===== config.mk =====
export PLATFORM = sky130hd
export DESIGN_NAME = ria_top
export DESIGN_NICKNAME = d
export VERILOG_FILES = /design/src/common/ria_pkg.sv /design/src/logic/ria_event_latch.sv /design/src/logic/ria_top.sv
export VERILOG_INCLUDE_DIRS = /design/src /design/src/common
export SDC_FILE = /design/constraint.sdc
export NUM_CORES = 1
export LEC_CHECK = 0
export BUFFER_PORTS_ARGS = -buffer_cell sky130_fd_sc_hd__buf_4
export CORE_MARGIN = 10
export CORE_UTILIZATION = 55
export CTS_CLUSTER_SIZE = 30
export DETAILED_ROUTE_END_ITERATION = 10
export PLACE_DENSITY = 0.8
export SETUP_SLACK_MARGIN = 0.3
export SLEW_MARGIN = 20
export SYNTH_ARGS = -nofsm -noshare
export SYNTH_HDL_FRONTEND = slang
export SYNTH_SLANG_ARGS = --single-unit

===== constraint.sdc =====
create_clock -name CORE_CLK_I -period 2 [get_ports CORE_CLK_I]
set_input_delay 0.4 -clock CORE_CLK_I [delete_from_list [all_inputs] [get_ports CORE_CLK_I]]
set_output_delay 0.4 -clock CORE_CLK_I [all_outputs]
set_load 0.005 [all_outputs]

===== src/common/ria_defines.svh =====
`ifndef RIA_DEFINES_SVH
`define RIA_DEFINES_SVH

// Register indices on the register port
`define RIA_IDX_FLAGS        2'h0
`define RIA_IDX_MASK         2'h1
`define RIA_IDX_CLKPOL       2'h2

// Event bit positions in the status and mask registers
`define RIA_BIT_SLEEP_ALERT  7
`define RIA_BIT_WAKEUP_ALERT 6
`define RIA_BIT_HALF_SYMBOL  5
`define RIA_BIT_KEY_REQUEST  4
`define RIA_BIT_RECEIVE_OK   3
`define RIA_BIT_SLOT_TWO     2
`define RIA_BIT_SLOT_ONE     1
`define RIA_BIT_NORMAL_TX    0

// Field positions in the sleep clock and polarity register
`define RIA_BIT_EDGE_POL     1
`define RIA_BIT_SLEEP_GATE   0

// Reset values
`define RIA_RST_FLAGS        8'h00
`define RIA_RST_MASK         8'hFF
`define RIA_RST_EDGE_POL     1'b0
`define RIA_RST_SLEEP_GATE   1'b0

`endif


===== src/common/ria_pkg.sv =====
package ria_pkg;

    typedef logic [7:0] ria_byte_t;

    typedef enum logic [1:0] {
        RIA_REG_FLAGS,
        RIA_REG_MASK,
        RIA_REG_CLKPOL,
        RIA_REG_NONE
    } ria_reg_sel_t;

endpackage


===== src/logic/ria_event_latch.sv =====
`timescale 1ns/1ps

module ria_event_latch #(
    parameter int W = 8
) (
    input  wire logic         clk_i,
    input  wire logic         rst_n_i,
    input  wire logic [W-1:0] event_i,
    input  wire logic         clear_i,
    output logic      [W-1:0] flags_o,
    output logic      [W-1:0] flags_next_o
);

    typedef struct packed {
        logic [W-1:0] flags;
    } ria_latch_state_t;

    ria_latch_state_t s_q;
    ria_latch_state_t s_d;

    always_comb begin
        s_d = s_q;
        if (clear_i) begin
            s_d.flags = '0;
        end
        s_d.flags = s_d.flags | event_i;
    end

    always_ff @(posedge clk_i or negedge rst_n_i) begin
        if (!rst_n_i) begin
            s_q.flags <= '0;
        end else begin
            s_q <= s_d;
        end
    end

    assign flags_o      = s_q.flags;
    assign flags_next_o = s_d.flags;

endmodule // ria_event_latch


===== src/logic/ria_top.sv =====
// Function
// - One shared pin signals any enabled event
// - Status shows sources; read clears; reset zero
// - Mask bit one blocks pin; reset ones
// - Pin stays active until flags cleared or masked
// - Polarity bit one rising, zero falling, reset falling
// - Bits 7..4: sleep, wakeup, half-symbol, key
// - Bits 3..0: receive, slot two, slot one, tx
// - Bit 0 gates sleep clock; bit 1 polarity; bits 7..2 zero
// - Receive OK set when filtered packet stored
`timescale 1ns/1ps

`include "ria_defines.svh"

module ria_top
    import ria_pkg::*;
(
    input  wire logic       CORE_CLK_I,
    input  wire logic       RESETN_I,
    input  wire logic       SLEEP_ALERT_I,
    input  wire logic       WAKEUP_ALERT_I,
    input  wire logic       HALF_SYMBOL_TIMER_I,
    input  wire logic       KEY_REQUEST_I,
    input  wire logic       RECEIVE_OK_I,
    input  wire logic       SLOT_FIFO_TWO_RELEASE_I,
    input  wire logic       SLOT_FIFO_ONE_RELEASE_I,
    input  wire logic       NORMAL_TX_RELEASE_I,
    input  wire logic [1:0] REG_IDX_I,
    input  wire logic       REG_RD_I,
    input  wire logic       REG_WR_I,
    input  wire logic [7:0] REG_WDATA_I,
    output logic      [7:0] REG_RDATA_O,
    output logic            REG_RVALID_O,
    output logic            INT_PIN_O,
    output logic            SLEEP_CLK_EN_O
);

    typedef struct packed {
        ria_byte_t interrupt_enable_mask;
        logic      pin_edge_polarity;
        logic      sleep_clock_gate;
        ria_byte_t rdata;
        logic      rvalid;
        logic      int_pin;
        logic      sleep_clk_en;
    } ria_top_state_t;

    ria_top_state_t s_q;
    ria_top_state_t s_d;

    logic [1:0]     rst_sync_q;
    logic           rst_n;
    ria_byte_t      event_vec;
    ria_byte_t      interrupt_flags;
    ria_byte_t      flags_next;
    logic           read_flags;

    // Decode a register index
    function automatic ria_reg_sel_t decode_idx(input logic [1:0] idx);
        ria_reg_sel_t sel;
        sel = RIA_REG_NONE;
        case (idx)
            `RIA_IDX_FLAGS: begin
                sel = RIA_REG_FLAGS;
            end
            `RIA_IDX_MASK: begin
                sel = RIA_REG_MASK;
            end
            `RIA_IDX_CLKPOL: begin
                sel = RIA_REG_CLKPOL;
            end
            default: begin
                sel = RIA_REG_NONE;
            end
        endcase
        return sel;
    endfunction

    // Pin level for a pending state and polarity
    function automatic logic pin_level(input logic pending, input logic rising);
        logic lvl;
        lvl = rising ? pending : ~pending;
        return lvl;
    endfunction

    // Reset release through two flip-flops
    always_ff @(posedge CORE_CLK_I or negedge RESETN_I) begin
        if (!RESETN_I) begin
            rst_sync_q <= 2'h0;
        end else begin
            rst_sync_q <= {rst_sync_q[0], 1'b1};
        end
    end

    assign rst_n = rst_sync_q[1];

    // Event vector in status bit order
    always_comb begin
        event_vec                            = 8'h00;
        event_vec[`RIA_BIT_SLEEP_ALERT]  = SLEEP_ALERT_I;
        event_vec[`RIA_BIT_WAKEUP_ALERT] = WAKEUP_ALERT_I;
        event_vec[`RIA_BIT_HALF_SYMBOL]  = HALF_SYMBOL_TIMER_I;
        event_vec[`RIA_BIT_KEY_REQUEST]  = KEY_REQUEST_I;
        event_vec[`RIA_BIT_RECEIVE_OK]   = RECEIVE_OK_I;
        event_vec[`RIA_BIT_SLOT_TWO]     = SLOT_FIFO_TWO_RELEASE_I;
        event_vec[`RIA_BIT_SLOT_ONE]     = SLOT_FIFO_ONE_RELEASE_I;
        event_vec[`RIA_BIT_NORMAL_TX]    = NORMAL_TX_RELEASE_I;
    end

    assign read_flags = REG_RD_I && (decode_idx(REG_IDX_I) == RIA_REG_FLAGS);

    // Flags latch regardless of mask; set wins over read-clear
    ria_event_latch #(
        .W (8)
    ) u_flags (
        .clk_i        (CORE_CLK_I),
        .rst_n_i      (rst_n),
        .event_i      (event_vec),
        .clear_i      (read_flags),
        .flags_o      (interrupt_flags),
        .flags_next_o (flags_next)
    );

    always_comb begin
        s_d        = s_q;
        s_d.rvalid = 1'b0;
        if (REG_WR_I) begin
            case (decode_idx(REG_IDX_I))
                RIA_REG_MASK: begin
                    s_d.interrupt_enable_mask = REG_WDATA_I;
                end
                RIA_REG_CLKPOL: begin
                    s_d.pin_edge_polarity = REG_WDATA_I[`RIA_BIT_EDGE_POL];
                    s_d.sleep_clock_gate  = REG_WDATA_I[`RIA_BIT_SLEEP_GATE];
                end
                default: begin
                    s_d.rvalid = 1'b0;
                end
            endcase
        end
        if (REG_RD_I) begin
            s_d.rvalid = 1'b1;
            case (decode_idx(REG_IDX_I))
                RIA_REG_FLAGS: begin
                    s_d.rdata = interrupt_flags;
                end
                RIA_REG_MASK: begin
                    s_d.rdata = s_q.interrupt_enable_mask;
                end
                RIA_REG_CLKPOL: begin
                    s_d.rdata = 8'h00;
                    s_d.rdata[`RIA_BIT_EDGE_POL]   = s_q.pin_edge_polarity;
                    s_d.rdata[`RIA_BIT_SLEEP_GATE] = s_q.sleep_clock_gate;
                end
                default: begin
                    s_d.rdata = 8'h00;
                end
            endcase
        end
        // One pin for all sources, held while any unmasked flag stands
        s_d.int_pin = pin_level(|(flags_next & ~s_d.interrupt_enable_mask),
                                s_d.pin_edge_polarity);
        s_d.sleep_clk_en = ~s_d.sleep_clock_gate;
    end

    always_ff @(posedge CORE_CLK_I or negedge rst_n) begin
        if (!rst_n) begin
            s_q.interrupt_enable_mask <= `RIA_RST_MASK;
            s_q.pin_edge_polarity     <= `RIA_RST_EDGE_POL;
            s_q.sleep_clock_gate      <= `RIA_RST_SLEEP_GATE;
            s_q.rdata                 <= 8'h00;
            s_q.rvalid                <= 1'b0;
            s_q.int_pin               <= 1'b1;
            s_q.sleep_clk_en          <= 1'b1;
        end else begin
            s_q <= s_d;
        end
    end

    assign REG_RDATA_O    = s_q.rdata;
    assign REG_RVALID_O   = s_q.rvalid;
    assign INT_PIN_O      = s_q.int_pin;
    assign SLEEP_CLK_EN_O = s_q.sleep_clk_en;

endmodule // ria_top


---- Word-level counts from Yosys, hierarchy flattened ----
Index checks and enable logic that the tools add are counted.
Widths: inputs -> output; s select.
word-level totals
  register bits ........................... 31
  bits of input ports ..................... 22
  output and inout bits ................... 11
  logic and storage cells ................. 35
cells by class
  equality and inequality tests ........... 6
  multiplexer cells ....................... 10
  bitwise gates (word level) .............. 5
  reductions and logical operators ........ 5
operators by type and width
  operator            count
  $pmux 8 s3          1
  $mux 8              2
  $mux 10             1
  $and 8x8->8         1
  $not 8->8           1
  $or 8x8->8          1
  $reduce_or 8->1     1
  $eq 2x1->1 const B  3
  $eq 2x2->1 const B  3
  $logic_not 2->1     3
  $mux 2              3
  $pmux 2 s3          1
  $mux 1              2
  $not 1->1           2
  $logic_and 1x1->1   1

---- Depth between registers and ports, before layout ----
Gate-level depths: netlist of the first run.
  depth after elaboration ................. 11
  gate-level depth with buffers ........... 6
  mapped depth without buffers ............ 5

---- Hierarchy ----
From an unflattened synthesis of the first run, not the netlist that was laid out.
unflattened totals
  cell total of the unflattened synthesis .. 111
  area total of the unflattened synthesis .. 1,371.3 sq um
modules (own cells, without submodules)
  module           instances  cells an instance  area each (sq um)  seq. area each (sq um)
  ria_top          1          94                 1,107.3            588.1
  ria_event_latch  1          17                 264.0              200.2

---- Worst setup path before layout of the first run ----
No wires, ideal clock.
  path kind ............................... input to register
  start ................................... input REG_IDX_I[1]
  end ..................................... register s_q (netlist bit INT_PIN_O)
  library setup time ...................... 0.075 ns
  arrival time ............................ 1.595 ns
  data required time ...................... 1.925 ns
  slack ................................... 0.330 ns
  stages on the path ...................... 6
  path buffers ............................ 1
  path through ............................ or3b_1 > buf_6 > a21oi_1 > o22ai_1 > nor4_2 > xor2_1
RTL lines
  what         RTL line       source
  from (decl)  ria_top.sv:28  input wire logic [1:0] REG_IDX_I,
  to (decl)    ria_top.sv:48  ria_top_state_t s_q;

==> results.txt, run 1 <==
The run finished with clean final reports. The total number of nets in the final design was 163; the wire length of the first global-routing pass was 4698 um. For the number of global-route vias before repair, the log shows 996. IR analysis of the VDD net gives a maximum drop of 0.0006029 V. The register-to-register setup slack is 0.69 ns.

The layout overhead on the synthesized area came out at 20.81%. The worst path needs 1.516 ns of the cycle, external delays included. The DRC violation count after routing was 0.

The tree is rooted in a clkbuf_4. The tools report the post-layout utilization of the core as 0.7120. STA classifies the critical path startpoint as a primary input.

The count of vias placed by the detailed router was 862. The layout cell share with drive strength beyond 1 was 0.4085. Counting flops with a built-in enable in the synthesized netlist gives 0. The clock reaches the later pin of the worst-skew pair after 0.33 ns. The startpoint of the worst setup timing path was REG_IDX_I[1].

After detailed routing, the wire length on met1 is 1167 um. The run gives 1329 sq um as the post-synthesis instance area. Leakage dissipation: 0.0007345 uW.

The clock tree synthesis step divided the H-tree into 2 levels. OpenSTA, run right after detailed placement, puts the worst setup slack at 0.01792 ns. After the flow finishes, the layout carries non-filler instances totaling 170. The number of iterations in the first detailed-routing pass was 4. The number of routed nets with antenna violations is 0, and the clock sink count is 31. Once the clock tree was built, the setup fixing pass inserted 0 buffers.

The wire-length estimate of the detail-placed layout is 2047 um. The logs give 4782 sq um for the full die area and 0 for the number of endpoints failing setup at the final stage. TritonCTS created 5 clock buffers. The number of max-slew violations in the final report came out at 0.

Among all flip-flop cells after synthesis, the most frequent one is dfrtp_1. The worst setup path is captured at a flip-flop. Entering global routing, the biggest net connects 30 pins. The tools report the number of distinct library cell variants in the gate-level netlist after synthesis as 21. From bottom edge to top edge, the die measures 69.15 um. The number of failing hold endpoints at the final stage is 0, and the count of antenna diodes in the layout is 0. The worst register-to-register path ends at INT_PIN_O.

The tools report the overall fraction of global-route tracks in use as 0.1215. The worst path meets setup with 0.4843 ns of slack. The class of the worst hold path is in2reg. The max-capacitance violation count is 0, and the number of input and output port buffers inserted is 32. The detailed router finished its first iteration with 28 violations.

The initial antenna violation count is 0, and the depth of the most critical reg-to-reg path is 4. After synthesis the netlist holds a flip-flop and latch count of 31. For the worst path required time, the log shows 2.25 ns. Synthesis produced a netlist with a net count of 131.

For the core outline area, the log shows 2255 sq um. The final clock period utilization by the worst path was 0.7579; the number of warnings issued by yosys was 0. For the detailed-routed wire length on met3, the log shows 187 um.

The fraction of registers with async set or reset after synthesis is 1.000. For the final setup skew, the log shows 0.007488 ns. In this run the mean area of a mapped cell was 12.19 sq um.

After routing, the total negative slack on setup checks comes to 0 ns. Total chip power: 1355 uW. In this run the critical register-to-register path is launched from s_q[13]. The power density normalized to cell area is 844.2 nW/um^2.

The library cell used most frequently in the layout, excluding fill and tap cells, is buf_4. The starting density of the core is 0.5893. The tools report the end of the critical path as INT_PIN_O. Leaving out fill and tap cells, the most frequent cells in the layout are buf_4, dfrtp_1, inv_1. Average wire per standard cell: 15.76 um. The congestion estimate from routability-driven global placement came to 0.7612. Using the TritonRoute via totals, the vias-per-cell ratio works out to 5.071. The critical setup path kind was in2reg. The tools report the total detailed-routing wirelength as 2680 um. Wire segments on met2 add up to 1287 um in the final route. Timing would allow up to 0.6597 GHz. The run gives 0.5932 as the share of the yosys chip area belonging to registers.

Setup repair after global routing left no endpoint under its margin. Synthesis produced a netlist whose cell count is 109. In this run the deepest clock path goes through 2 buffers.

The uppermost layer routed is met4. In this run the worst path has a maximum fanout of 8. Counting tap cells, the placed design contains a total of 161 instances. At the worst endpoint, the arrival time is 1.77 ns. The run gives 33 as the count of boundary I/O pins. The cell row count came out at 17. The clock transition time at the flip-flop clock pins of the worst setup and hold paths was 0.09 ns. In this run the horizontal extent of the chip is 69.15 um. TritonCTS built the clock tree.

Summed over all layers, the global routing overflow is 0.
[stage by stage]
stage               hold WS, ns  cell area, sq um
finish                   0.2429              1605
global route             0.2370              1605
CTS                      0.2386              1603
detailed placement       0.1842              1544
global placement         0.1821              1544
floorplan                0.1044              1329
[worst max-delay path, cell delays in order]
cell     delay [ns]
buf_4          0.13
or3b_4         0.46
a21oi_1        0.22
o22ai_1        0.11
nor4_2         0.28
xor2_1         0.17
[cell type report]
cell class | instances | area [sq um]
Clock buffer | 8 | 48.80
Fill cell | 181 | 649.4
Inverter | 15 | 56.30
Multi-Input combinational cell | 52 | 404.1
Sequential cell | 31 | 788.3
Tap cell | 28 | 35.03
Timing Repair Buffer | 36 | 272.8
[state kept, by name, indices dropped and copies added, names as in the netlist]
| register | cells |
|---|---|
| s_q | 10 |
| REG_RDATA_O | 8 |
| u_flags.flags_o | 8 |
| rst_sync_q | 2 |
| INT_PIN_O | 1 |
| REG_RVALID_O | 1 |
| SLEEP_CLK_EN_O | 1 |
[synthesized netlist by cell type, drive strengths merged (4+ instances only)]
| master | count | area, sq um |
|---|---|---|
| buf | 10 | 78.82 |
| nor2 | 4 | 15.01 |
| dfrtp | 21 | 525.5 |
| mux2i | 9 | 90.09 |
| mux2 | 9 | 101.4 |
| a21oi | 12 | 71.32 |
| dfstp | 10 | 262.8 |
| o22ai | 10 | 62.56 |
| inv | 15 | 56.30 |
[layer usage]
layer	global-route usage	vias up
met4	0.06874	0
met5	0	-
met2	0.1835	25
met1	0.1363	410
met3	0.05849	5
li1	-	422
[worst min-delay path by stage]
stage                            startpoint                  to  slack, ns  cells after the start
floorplan                          RESETN_I       rst_sync_q[0]       0.10                      0
global placement                   RESETN_I       rst_sync_q[0]       0.18                      1
detailed placement                 RESETN_I       rst_sync_q[1]       0.18                      1
CTS                 SLOT_FIFO_ONE_RELEASE_I  u_flags.flags_o[1]       0.24                      3
global route        SLOT_FIFO_ONE_RELEASE_I  u_flags.flags_o[1]       0.24                      3
finish                       REG_WDATA_I[0]      SLEEP_CLK_EN_O       0.24                      2
[logic make-up after synthesis]
kind of cell	count (synthesis)	synth area share
buffers and inverters	26	0.1045
and+or+nand+nor	10	0.04802
other	1	0.002822
muxes	18	0.1441
xor gates and xnor gates	1	0.006593
AOI/OAI and AO/OA	22	0.1008
DFF	31	0.5932
[power by group]
group	total (uW)	switching [uW]	internal (uW)	leakage (uW)
Sequential	768	36.8	732	0.000339
Combinational	245	113	132	0.000369
Clock	342	202	140	0.0000265
Total	1360	352	1000	0.000734
[what timing repair did]
| item | in CTS | in global routing |
|---|---|---|
| hold endpoints to repair | 2 | 0 |
| hold buffers | 1 | 0 |
| resized for setup | 0 | 1 |
| endpoints found under the setup margin | 0 | 1 |
Note: power is estimated with default switching activity, not from simulation.
==> run 2: changes to the inputs <==
--- a/config.mk
+++ b/config.mk
@@ -6,12 +6,13 @@
 export SDC_FILE = /design/constraint.sdc
 export NUM_CORES = 1
 export LEC_CHECK = 0
+export ABC_AREA = 1
 export BUFFER_PORTS_ARGS = -buffer_cell sky130_fd_sc_hd__buf_4
 export CORE_MARGIN = 10
-export CORE_UTILIZATION = 55
+export CORE_UTILIZATION = 47
 export CTS_CLUSTER_SIZE = 30
 export DETAILED_ROUTE_END_ITERATION = 10
-export PLACE_DENSITY = 0.8
+export PLACE_DENSITY = 0.72
 export SETUP_SLACK_MARGIN = 0.3
 export SLEW_MARGIN = 20
 export SYNTH_ARGS = -nofsm -noshare
==> constraint.sdc (replaced) <==
create_clock -name CORE_CLK_I -period 1.3 [get_ports CORE_CLK_I]
set_input_delay 0.26 -clock CORE_CLK_I [delete_from_list [all_inputs] [get_ports CORE_CLK_I]]
set_output_delay 0.26 -clock CORE_CLK_I [all_outputs]
set_load 0.005 [all_outputs]
==> run 2 against run 1 <==
  * Clock-buffer cell count unchanged
  * Sequential power grew 52%
  * Synthesized cell count grew 60%
  * Clock power increased by 90%
  * Sequential share of layout area fell by 8.2 points
  * Final area up 20%
  * Critical endpoint is now INT_PIN_O
  * Largest power group unchanged
  * Highest routed layer unchanged
==> results.txt, run 2 <==
The run finished with clean final reports. The number of failing hold endpoints at the final stage is 0 (unchanged). The critical setup path kind was reg2out (was in2reg).

The number of warnings issued by yosys came out at 0 (unchanged). The tools report the cell at the root of the clock tree as clkbuf_4 (unchanged). The post-route minimum period came out at 1.239 ns. The depth of the most critical reg-to-reg path is 9 (was 4), and the top-area cell type share of the netlist area is 0.3662 (was 0.3955). The max-capacitance violation count is 0 (unchanged). Leading cell type by number of instances after synthesis: nand2_1 (was dfrtp_1).

Family with the most delay on the worst path: flip-flops (was simple AND/OR/NAND/NOR gates). The startpoint type of the worst setup path was a flip-flop (was a primary input). The slowest cell on the critical path is dfstp_2 (was or3b_4).

The count of antenna diodes in the layout came out at 0 (unchanged). For this run, the top clock speed supported by timing is 0.8073 GHz. The total number of nets in the final design is 239 (was 163), and the share of the yosys chip area belonging to registers is 0.5493 (was 0.5932). Clock sink count: 31 (unchanged). The tools report the post-layout utilization of the core as 0.6807 (was 0.7120). Most area-consuming cells after synthesis: dfrtp_1, dfstp_2, nand2_1, inv_1, nand3_1 (was dfrtp_1, dfstp_2, mux2i_1, mux2_1, buf_4).

For the number of nets produced by synthesis, the log shows 196 (was 131). The layout overhead on the synthesized area was 34.18% (was 20.81%). The cell type contributing the most total cell area after synthesis is dfrtp_1 (unchanged). Number of flip-flops in the largest register: 10 (unchanged). Leading cell types by count after synthesis: nand2_1, inv_1, dfrtp_1, nand3_1, dfstp_2 (was dfrtp_1, inv_1, dfstp_2, o22ai_1). Worst supply voltage drop on vdd: 0.0006787 V (was 0.0006029 V). The post-synthesis average cell area was 8.248 sq um (was 12.19 sq um); the post-placement worst setup slack was -0.02612 ns (was 0.01792 ns). The tools report the core outline area as 2829 sq um (was 2255 sq um).

The count of placed standard cells in the final layout, fillers left out was 249 (was 170); the fraction of registers with async set or reset after synthesis was 1.000 (unchanged). The placed wire-length estimate after detailed placement was 2442 um (was 2047 um). The total chip power is 2397 uW (was 1355 uW), and the largest fanout on the critical path is 1 (was 8).

Final RePlAce weighted congestion: 0.8533 (was 0.7612). The height of the die is 75.26 um (was 69.15 um), and the buffer depth of the longest clock path is 2 (unchanged). Count of vias placed by the detailed router: 1209 (was 862). The count of boundary I/O pins was 33 (unchanged); the clock insertion delay at the later pin of the skew report was 0.34 ns (was 0.33 ns). The maximum number of pins on one net before global-route repair was 30 (unchanged); the DRC violation count after routing was 0 (unchanged). The number of input and output port buffers inserted was 32 (unchanged). The horizontal die dimension was 75.26 um (was 69.15 um).

Class of the worst hold path: in2reg (unchanged). The tools report the arrival time reported for the critical path endpoint as 0.98 ns (was 1.77 ns). The clock transition time at the flip-flop clock pins of the worst setup and hold paths is 0.09 ns (about the same). The number of flops mapped to enable cells by yosys came out at 0 (unchanged). The number of endpoints failing setup at the final stage is 0 (unchanged), and the number of iterations in the first detailed-routing pass is 4 (unchanged). The tools report the endpoint kind of the worst setup timing path as an output port (was a flip-flop). Commonest non-fill, non-tap cells in the layout: nand2_1, inv_1, buf_4 (was buf_4, dfrtp_1, inv_1). The combined buffer and inverter count along the critical path is 1 (unchanged), and the starting DRC count in detailed routing is 51 (was 28). The most flop-heavy register is s_q (unchanged). TritonCTS built the clock tree. The most frequent standard cell in the layout excluding fill and tap cells was nand2_1 (was buf_4). For the number of routed nets with antenna violations, the log shows 0 (unchanged). Setup repair after global routing could not meet its margin everywhere. The delay of the slowest cell on the worst path works out to 0.56 ns (was 0.46 ns).

The worst path required time is 1.04 ns (was 2.25 ns), and the number of buffers added by the clock tree synthesis step is 5 (unchanged). The logs give 232 (was 161) for the cell total after placement and 0 (unchanged) for the initial antenna violation count. The average wire per standard cell was 13.97 um (was 15.76 um).

The number of distinct library cell variants in the gate-level netlist after synthesis is 19 (was 21), and the total number of H-tree levels is 2 (unchanged). Worst path cell trace: buf_6 (was buf_4 -> or3b_4 -> a21oi_1 -> o22ai_1 -> nor4_2 -> xor2_1). The final setup skew was 0.006858 ns (was 0.007488 ns); the number of global-route vias before repair was 1240 (was 996). The most common flop cell mapped by yosys is dfrtp_1 (unchanged). The overall fraction of global-route tracks in use is 0.1357 (was 0.1215), and the full die area is 5664 sq um (was 4782 sq um). Starting density of the core: 0.5073 (was 0.5893). The tools report the number of max-slew violations in the final report as 0 (unchanged).

Wire length of the first global-routing pass: 5782 um (was 4698 um). Synthesized flop and latch total: 31 (unchanged). The post-synthesis instance total came out at 174 (was 109). Depth of the critical timing path with buffers and inverters included: 1 (was 6). The vias per cell was 4.855 (was 5.071). The power density normalized to cell area is 1245 nW/um^2 (was 844.2 nW/um^2), and the total detailed-routing wirelength is 3479 um (was 2680 um).

The final clock period utilization by the worst path was 0.9528. The layout cell share with drive strength beyond 1 works out to 0.3624 (was 0.4085). The cell row count was 19 (was 17).

The hold path depth came out at 1 (was 2). The tools report the global-route congestion overflow total as 0 (unchanged). The post-synthesis instance area was 1435 sq um (was 1329 sq um); the worst hold slack was 0.09581 ns (was 0.2429 ns). The leakage dissipation is 0.001054 uW (was 0.0007345 uW), and the final worst setup slack is 0.06137 ns (was 0.4843 ns). Final-layout fill cell count: 238 (was 181).
-- run 2: cell types whose count changed in the layout (fill, tap and decap cells not counted), moves of 8 or more --
cell     delta
inv_1      +18
nand3_1    +12
buf_6      +14
mux2i_1     -9
a21oi_1     -8
o22ai_1    -10
nand2_1    +53
-- run 2: per-layer routing --
| metal | part of all wire | vias up | GRT usage | wire length, um |
|---|---|---|---|---|
| li1 | - | 605 | - | - |
| met1 | 0.41 | 550 | 0.1744 | 1422 |
| met2 | 0.48 | 47 | 0.1981 | 1667 |
| met3 | 0.097 | 7 | 0.05519 | 337 |
| met4 | 0.015 | 0 | 0.05567 | 51 |
| met5 | 0 | - | 0 | 0 |
-- run 2: cell type report --
class                      instances  area, sq um  area share
multi-input combinational         96        490.5      0.2547
clock buffer                       8        68.82     0.03574
sequential                        31        788.3      0.4094
timing repair buffer              46        400.4      0.2079
inverter                          37        138.9     0.07212
tap                               31        38.79     0.02014
-- run 2: stage by stage --
stage               setup TNS [ns]  area [sq um]
floorplan                        0          1450
global placement                 0          1694
detailed placement        -0.02612          1694
CTS                              0          1877
global route             -0.005713          1926
finish                           0          1926
-- run 2: logic make-up after synthesis --
family / share of synthesized area
and+or+nand+nor: 0.2406
buffers and inverters: 0.1456
DFF: 0.5493
AOI/OAI and AO/OA: 0.06190
other: 0.002613
-- run 2: path summary, 6_finish.rpt --
| path | startpoint | endpoint | slack [ns] |
|---|---|---|---|
| min in group asynchronous | RESETN_I | rst_sync_q[0] | 0.24 |
| hold / removal | REG_RD_I | REG_RVALID_O | 0.1 |
| setup reg to reg | s_q[18] | INT_PIN_O | 0.12 |
| max in group asynchronous | rst_sync_q[1] | s_q[18] | 0.74 |
| setup / recovery | INT_PIN_O | INT_PIN_O | 0.06 |
| hold reg to reg | rst_sync_q[1] | s_q[11] | 0.24 |
-- run 2: what timing repair did --
item,in CTS,in global routing
buffers inserted,8,0
pin swaps,5,7
hold buffers,1,0
endpoints found under the hold margin,2,0
resized for setup,13,16
setup endpoints to repair,12,14
-- run 2: power by group --
| group | total [uW] | switching [uW] | internal (uW) | leakage (uW) |
|---|---|---|---|---|
| Clock | 650 | 332 | 318 | 0.0000386 |
| Sequential | 1170 | 58.8 | 1110 | 0.000337 |
| Combinational | 576 | 282 | 294 | 0.000678 |
| Total | 2400 | 673 | 1720 | 0.00105 |
==> run 3: changes to the inputs <==
--- a/config.mk
+++ b/config.mk
@@ -9,10 +9,10 @@
 export ABC_AREA = 1
 export BUFFER_PORTS_ARGS = -buffer_cell sky130_fd_sc_hd__buf_4
 export CORE_MARGIN = 10
-export CORE_UTILIZATION = 47
+export CORE_UTILIZATION = 35
 export CTS_CLUSTER_SIZE = 30
 export DETAILED_ROUTE_END_ITERATION = 10
-export PLACE_DENSITY = 0.72
+export PLACE_DENSITY = 0.56
 export SETUP_SLACK_MARGIN = 0.3
 export SLEW_MARGIN = 20
 export SYNTH_ARGS = -nofsm -noshare
==> run 3 against run 2 <==
  * Clock skew grew 0.0027 ns
  * First-iteration DRC count down 27%
  * Hold slack better by 0.092 ns
  * Highest routed layer unchanged
  * Sequential share of layout area fell by 1.2 points
  * Critical path type is now reg2reg
  * Cell count grew 8.8%
  * Largest power group unchanged
==> results.txt, run 3 (same netlist as run 2, synthesis figures left out) <==
The run gives 0.001072 uW (was 0.001054 uW) as the leakage dissipation. Commonest non-fill, non-tap cells in the layout: nand2_1, buf_4, inv_1 (was nand2_1, inv_1, buf_4). The clock insertion delay at the later pin of the skew report is 0.28 ns (was 0.34 ns), and the layout cell share with drive strength beyond 1 is 0.3891 (was 0.3624). The final clock period utilization by the worst path works out to 0.8983 (was 0.9528).

The run finished with clean final reports. The max-capacitance violation count is 0 (unchanged). The vias per cell is 4.410 (was 4.855), and the overall fraction of global-route tracks in use is 0.09934 (was 0.1357).

The post-route minimum period came out at 1.168 ns (was 1.239 ns). Final setup skew: 0.009532 ns (was 0.006858 ns). The logs give 0 (unchanged) for the DRC violation count after routing and 5706 um (was 5782 um) for the wire length of the first global-routing pass. The logs give 0.307 (was 0.271) for the part of the total power dissipated in the clock network and 1986 sq um (was 1926 sq um) for the cell area after layout.

The tools report the internal power consumption as 1833 uW (was 1724 uW). The number of failing hold endpoints at the final stage came out at 0 (unchanged). The global-route congestion overflow total was 0 (unchanged); the starting density of the core was 0.3614 (was 0.5073). The cell at the root of the clock tree was clkbuf_8 (was clkbuf_4). Height of the die: 84.04 um (was 75.26 um).

Setup repair after global routing could not meet its margin everywhere. The run gives 2 (unchanged) as the total number of H-tree levels. The arrival time reported for the critical path endpoint was 1.38 ns (was 0.98 ns); the count of antenna diodes in the layout was 0 (unchanged). The startpoint type of the worst setup path was a flip-flop (unchanged). For the final RePlAce weighted congestion, the log shows 0.8356 (was 0.8533). The number of routed nets with antenna violations was 0 (unchanged).

The worst supply voltage drop on vdd was 0.0004744 V (was 0.0006787 V). The class of the worst hold path was in2reg (unchanged). The power density normalized to cell area came out at 1260 nW/um^2 (was 1245 nW/um^2).

For the final-layout fill cell count, the log shows 396 (was 238). The sequential fraction of design power was 0.468 (was 0.488); the starting DRC count in detailed routing was 37 (was 51). The total detailed-routing wirelength is 3350 um (was 3479 um).

TritonCTS built the clock tree. The core outline area is 3971 sq um (was 2829 sq um), and the number of endpoints failing setup at the final stage is 0 (unchanged). The critical setup path kind was reg2reg (was reg2out).

The endpoint kind of the worst setup timing path was a flip-flop (was an output port). The count of boundary I/O pins came out at 33 (unchanged). The number of max-slew violations in the final report is 0 (unchanged), and the number of global-route vias before repair is 1271 (was 1240). For the initial antenna violation count, the log shows 0 (unchanged).

The clock transition time at the flip-flop clock pins of the worst setup and hold paths was 0.07 ns (was 0.09 ns); the horizontal die dimension was 84.04 um (was 75.26 um). Full die area: 7062 sq um (was 5664 sq um). The count of vias placed by the detailed router came out at 1195 (was 1209). Most flop-heavy register: s_q (unchanged). For the combinational group share of total power, the log shows 0.226 (was 0.240).

The average wire per standard cell is 12.36 um (was 13.97 um). The largest fanout on the critical path was 2 (was 1); the placed wire-length estimate after detailed placement was 2555 um (was 2442 um). The buffer depth of the longest clock path is 2 (unchanged). The number of buffers added by the clock tree synthesis step is 5 (unchanged), and the number of flip-flops in the largest register is 10 (unchanged). The cell row count was 23 (was 19); the worst path required time was 1.51 ns (was 1.04 ns).

The hold path depth is 3 (was 1), and the maximum number of pins on one net before global-route repair is 30 (unchanged). Maximum frequency from static timing analysis: 0.8563 GHz (was 0.8073 GHz). Cell area after placement: 1733 sq um (was 1694 sq um). The tools report the total number of nets in the final design as 242 (was 239). Most frequent standard cell in the layout excluding fill and tap cells: nand2_1 (unchanged). The net switching component of the power is 669.4 uW (was 673.3 uW). The clock sink count was 31 (unchanged); the net switching fraction of the power was 0.2675 (was 0.2809).

The depth of the most critical reg-to-reg path is 9 (unchanged). The number of input and output port buffers inserted was 32 (unchanged); the number of iterations in the first detailed-routing pass was 4 (unchanged). Layout overhead on the synthesized area: 38.36% (was 34.18%). Worst hold slack: 0.1880 ns (was 0.09581 ns).
[run 3: area by class of cell]
type | instances | area, sq um | share of cell area
well taps | 50 | 62.56 | 0.03151
clock buffers | 7 | 86.33 | 0.04348
inverters | 37 | 138.9 | 0.06994
flip-flops and latches | 31 | 788.3 | 0.3970
clock inverters | 1 | 5.005 | 0.002520
multi-input cells | 96 | 493.0 | 0.2483
repair buffers | 49 | 411.6 | 0.2073
[run 3: routing by layer]
metal	vias up	part of all wire	global-route usage
met1	562	0.42	0.1009
li1	610	-	-
met4	0	0.014	0.05023
met2	17	0.53	0.1750
met3	6	0.043	0.03418
met5	-	0	0
[run 3: power by group through the flow]
stage          combinational [uW]  clock [uW]  sequential, uW
4_1_cts                       531         794            1170
2_1_floorplan                 275           0            1180
3_3_place_gp                  443           0            1170
3_5_place_dp                  451           0            1170
6_report                      564         767            1170
5_1_grt                       645         832            1180
[run 3: per-stage QoR]
stage	setup slack, ns	power (uW)	cells	utilization	TNS, ns
finish	0.1321	2503	271	0.5000	0
CTS	0.1302	2491	269	0.4868	0
detailed placement	-0.006978	1625	253	0.4364	-0.006978
global placement	0.005253	1614	253	0.4364	0
global route	0.02626	2659	271	0.5000	0
floorplan	0.2168	1450	174	-	0
[run 3: critical path, stage by stage (launching register included)]
cell     delay [ns]
dfstp_2        0.53
inv_2          0.03
nand2_1        0.06
nand2_1        0.07
nand2_1        0.06
nand2_1        0.06
nor2_2         0.12
nand2_1        0.06
nand2_1        0.05
nand2_1        0.06
[run 3: what timing repair did]
item | in CTS | in global routing
hold endpoints to repair | 2 | 0
pin swaps | 1 | 13
setup buffers | 7 | 2
resized for setup | 13 | 16
endpoints found under the setup margin | 12 | 13
hold buffers | 1 | 0
[run 3: final timing paths]
kind,from,to,slack [ns]
max in group asynchronous,rst_sync_q[1],s_q[16],0.74
setup reg to reg,s_q[19],INT_PIN_O,0.13
min in group asynchronous,rst_sync_q[1],u_flags.flags_o[3],0.25
hold / removal,SLOT_FIFO_ONE_RELEASE_I,u_flags.flags_o[1],0.19
hold reg to reg,rst_sync_q[1],u_flags.flags_o[3],0.25
setup / recovery,s_q[19],INT_PIN_O,0.13
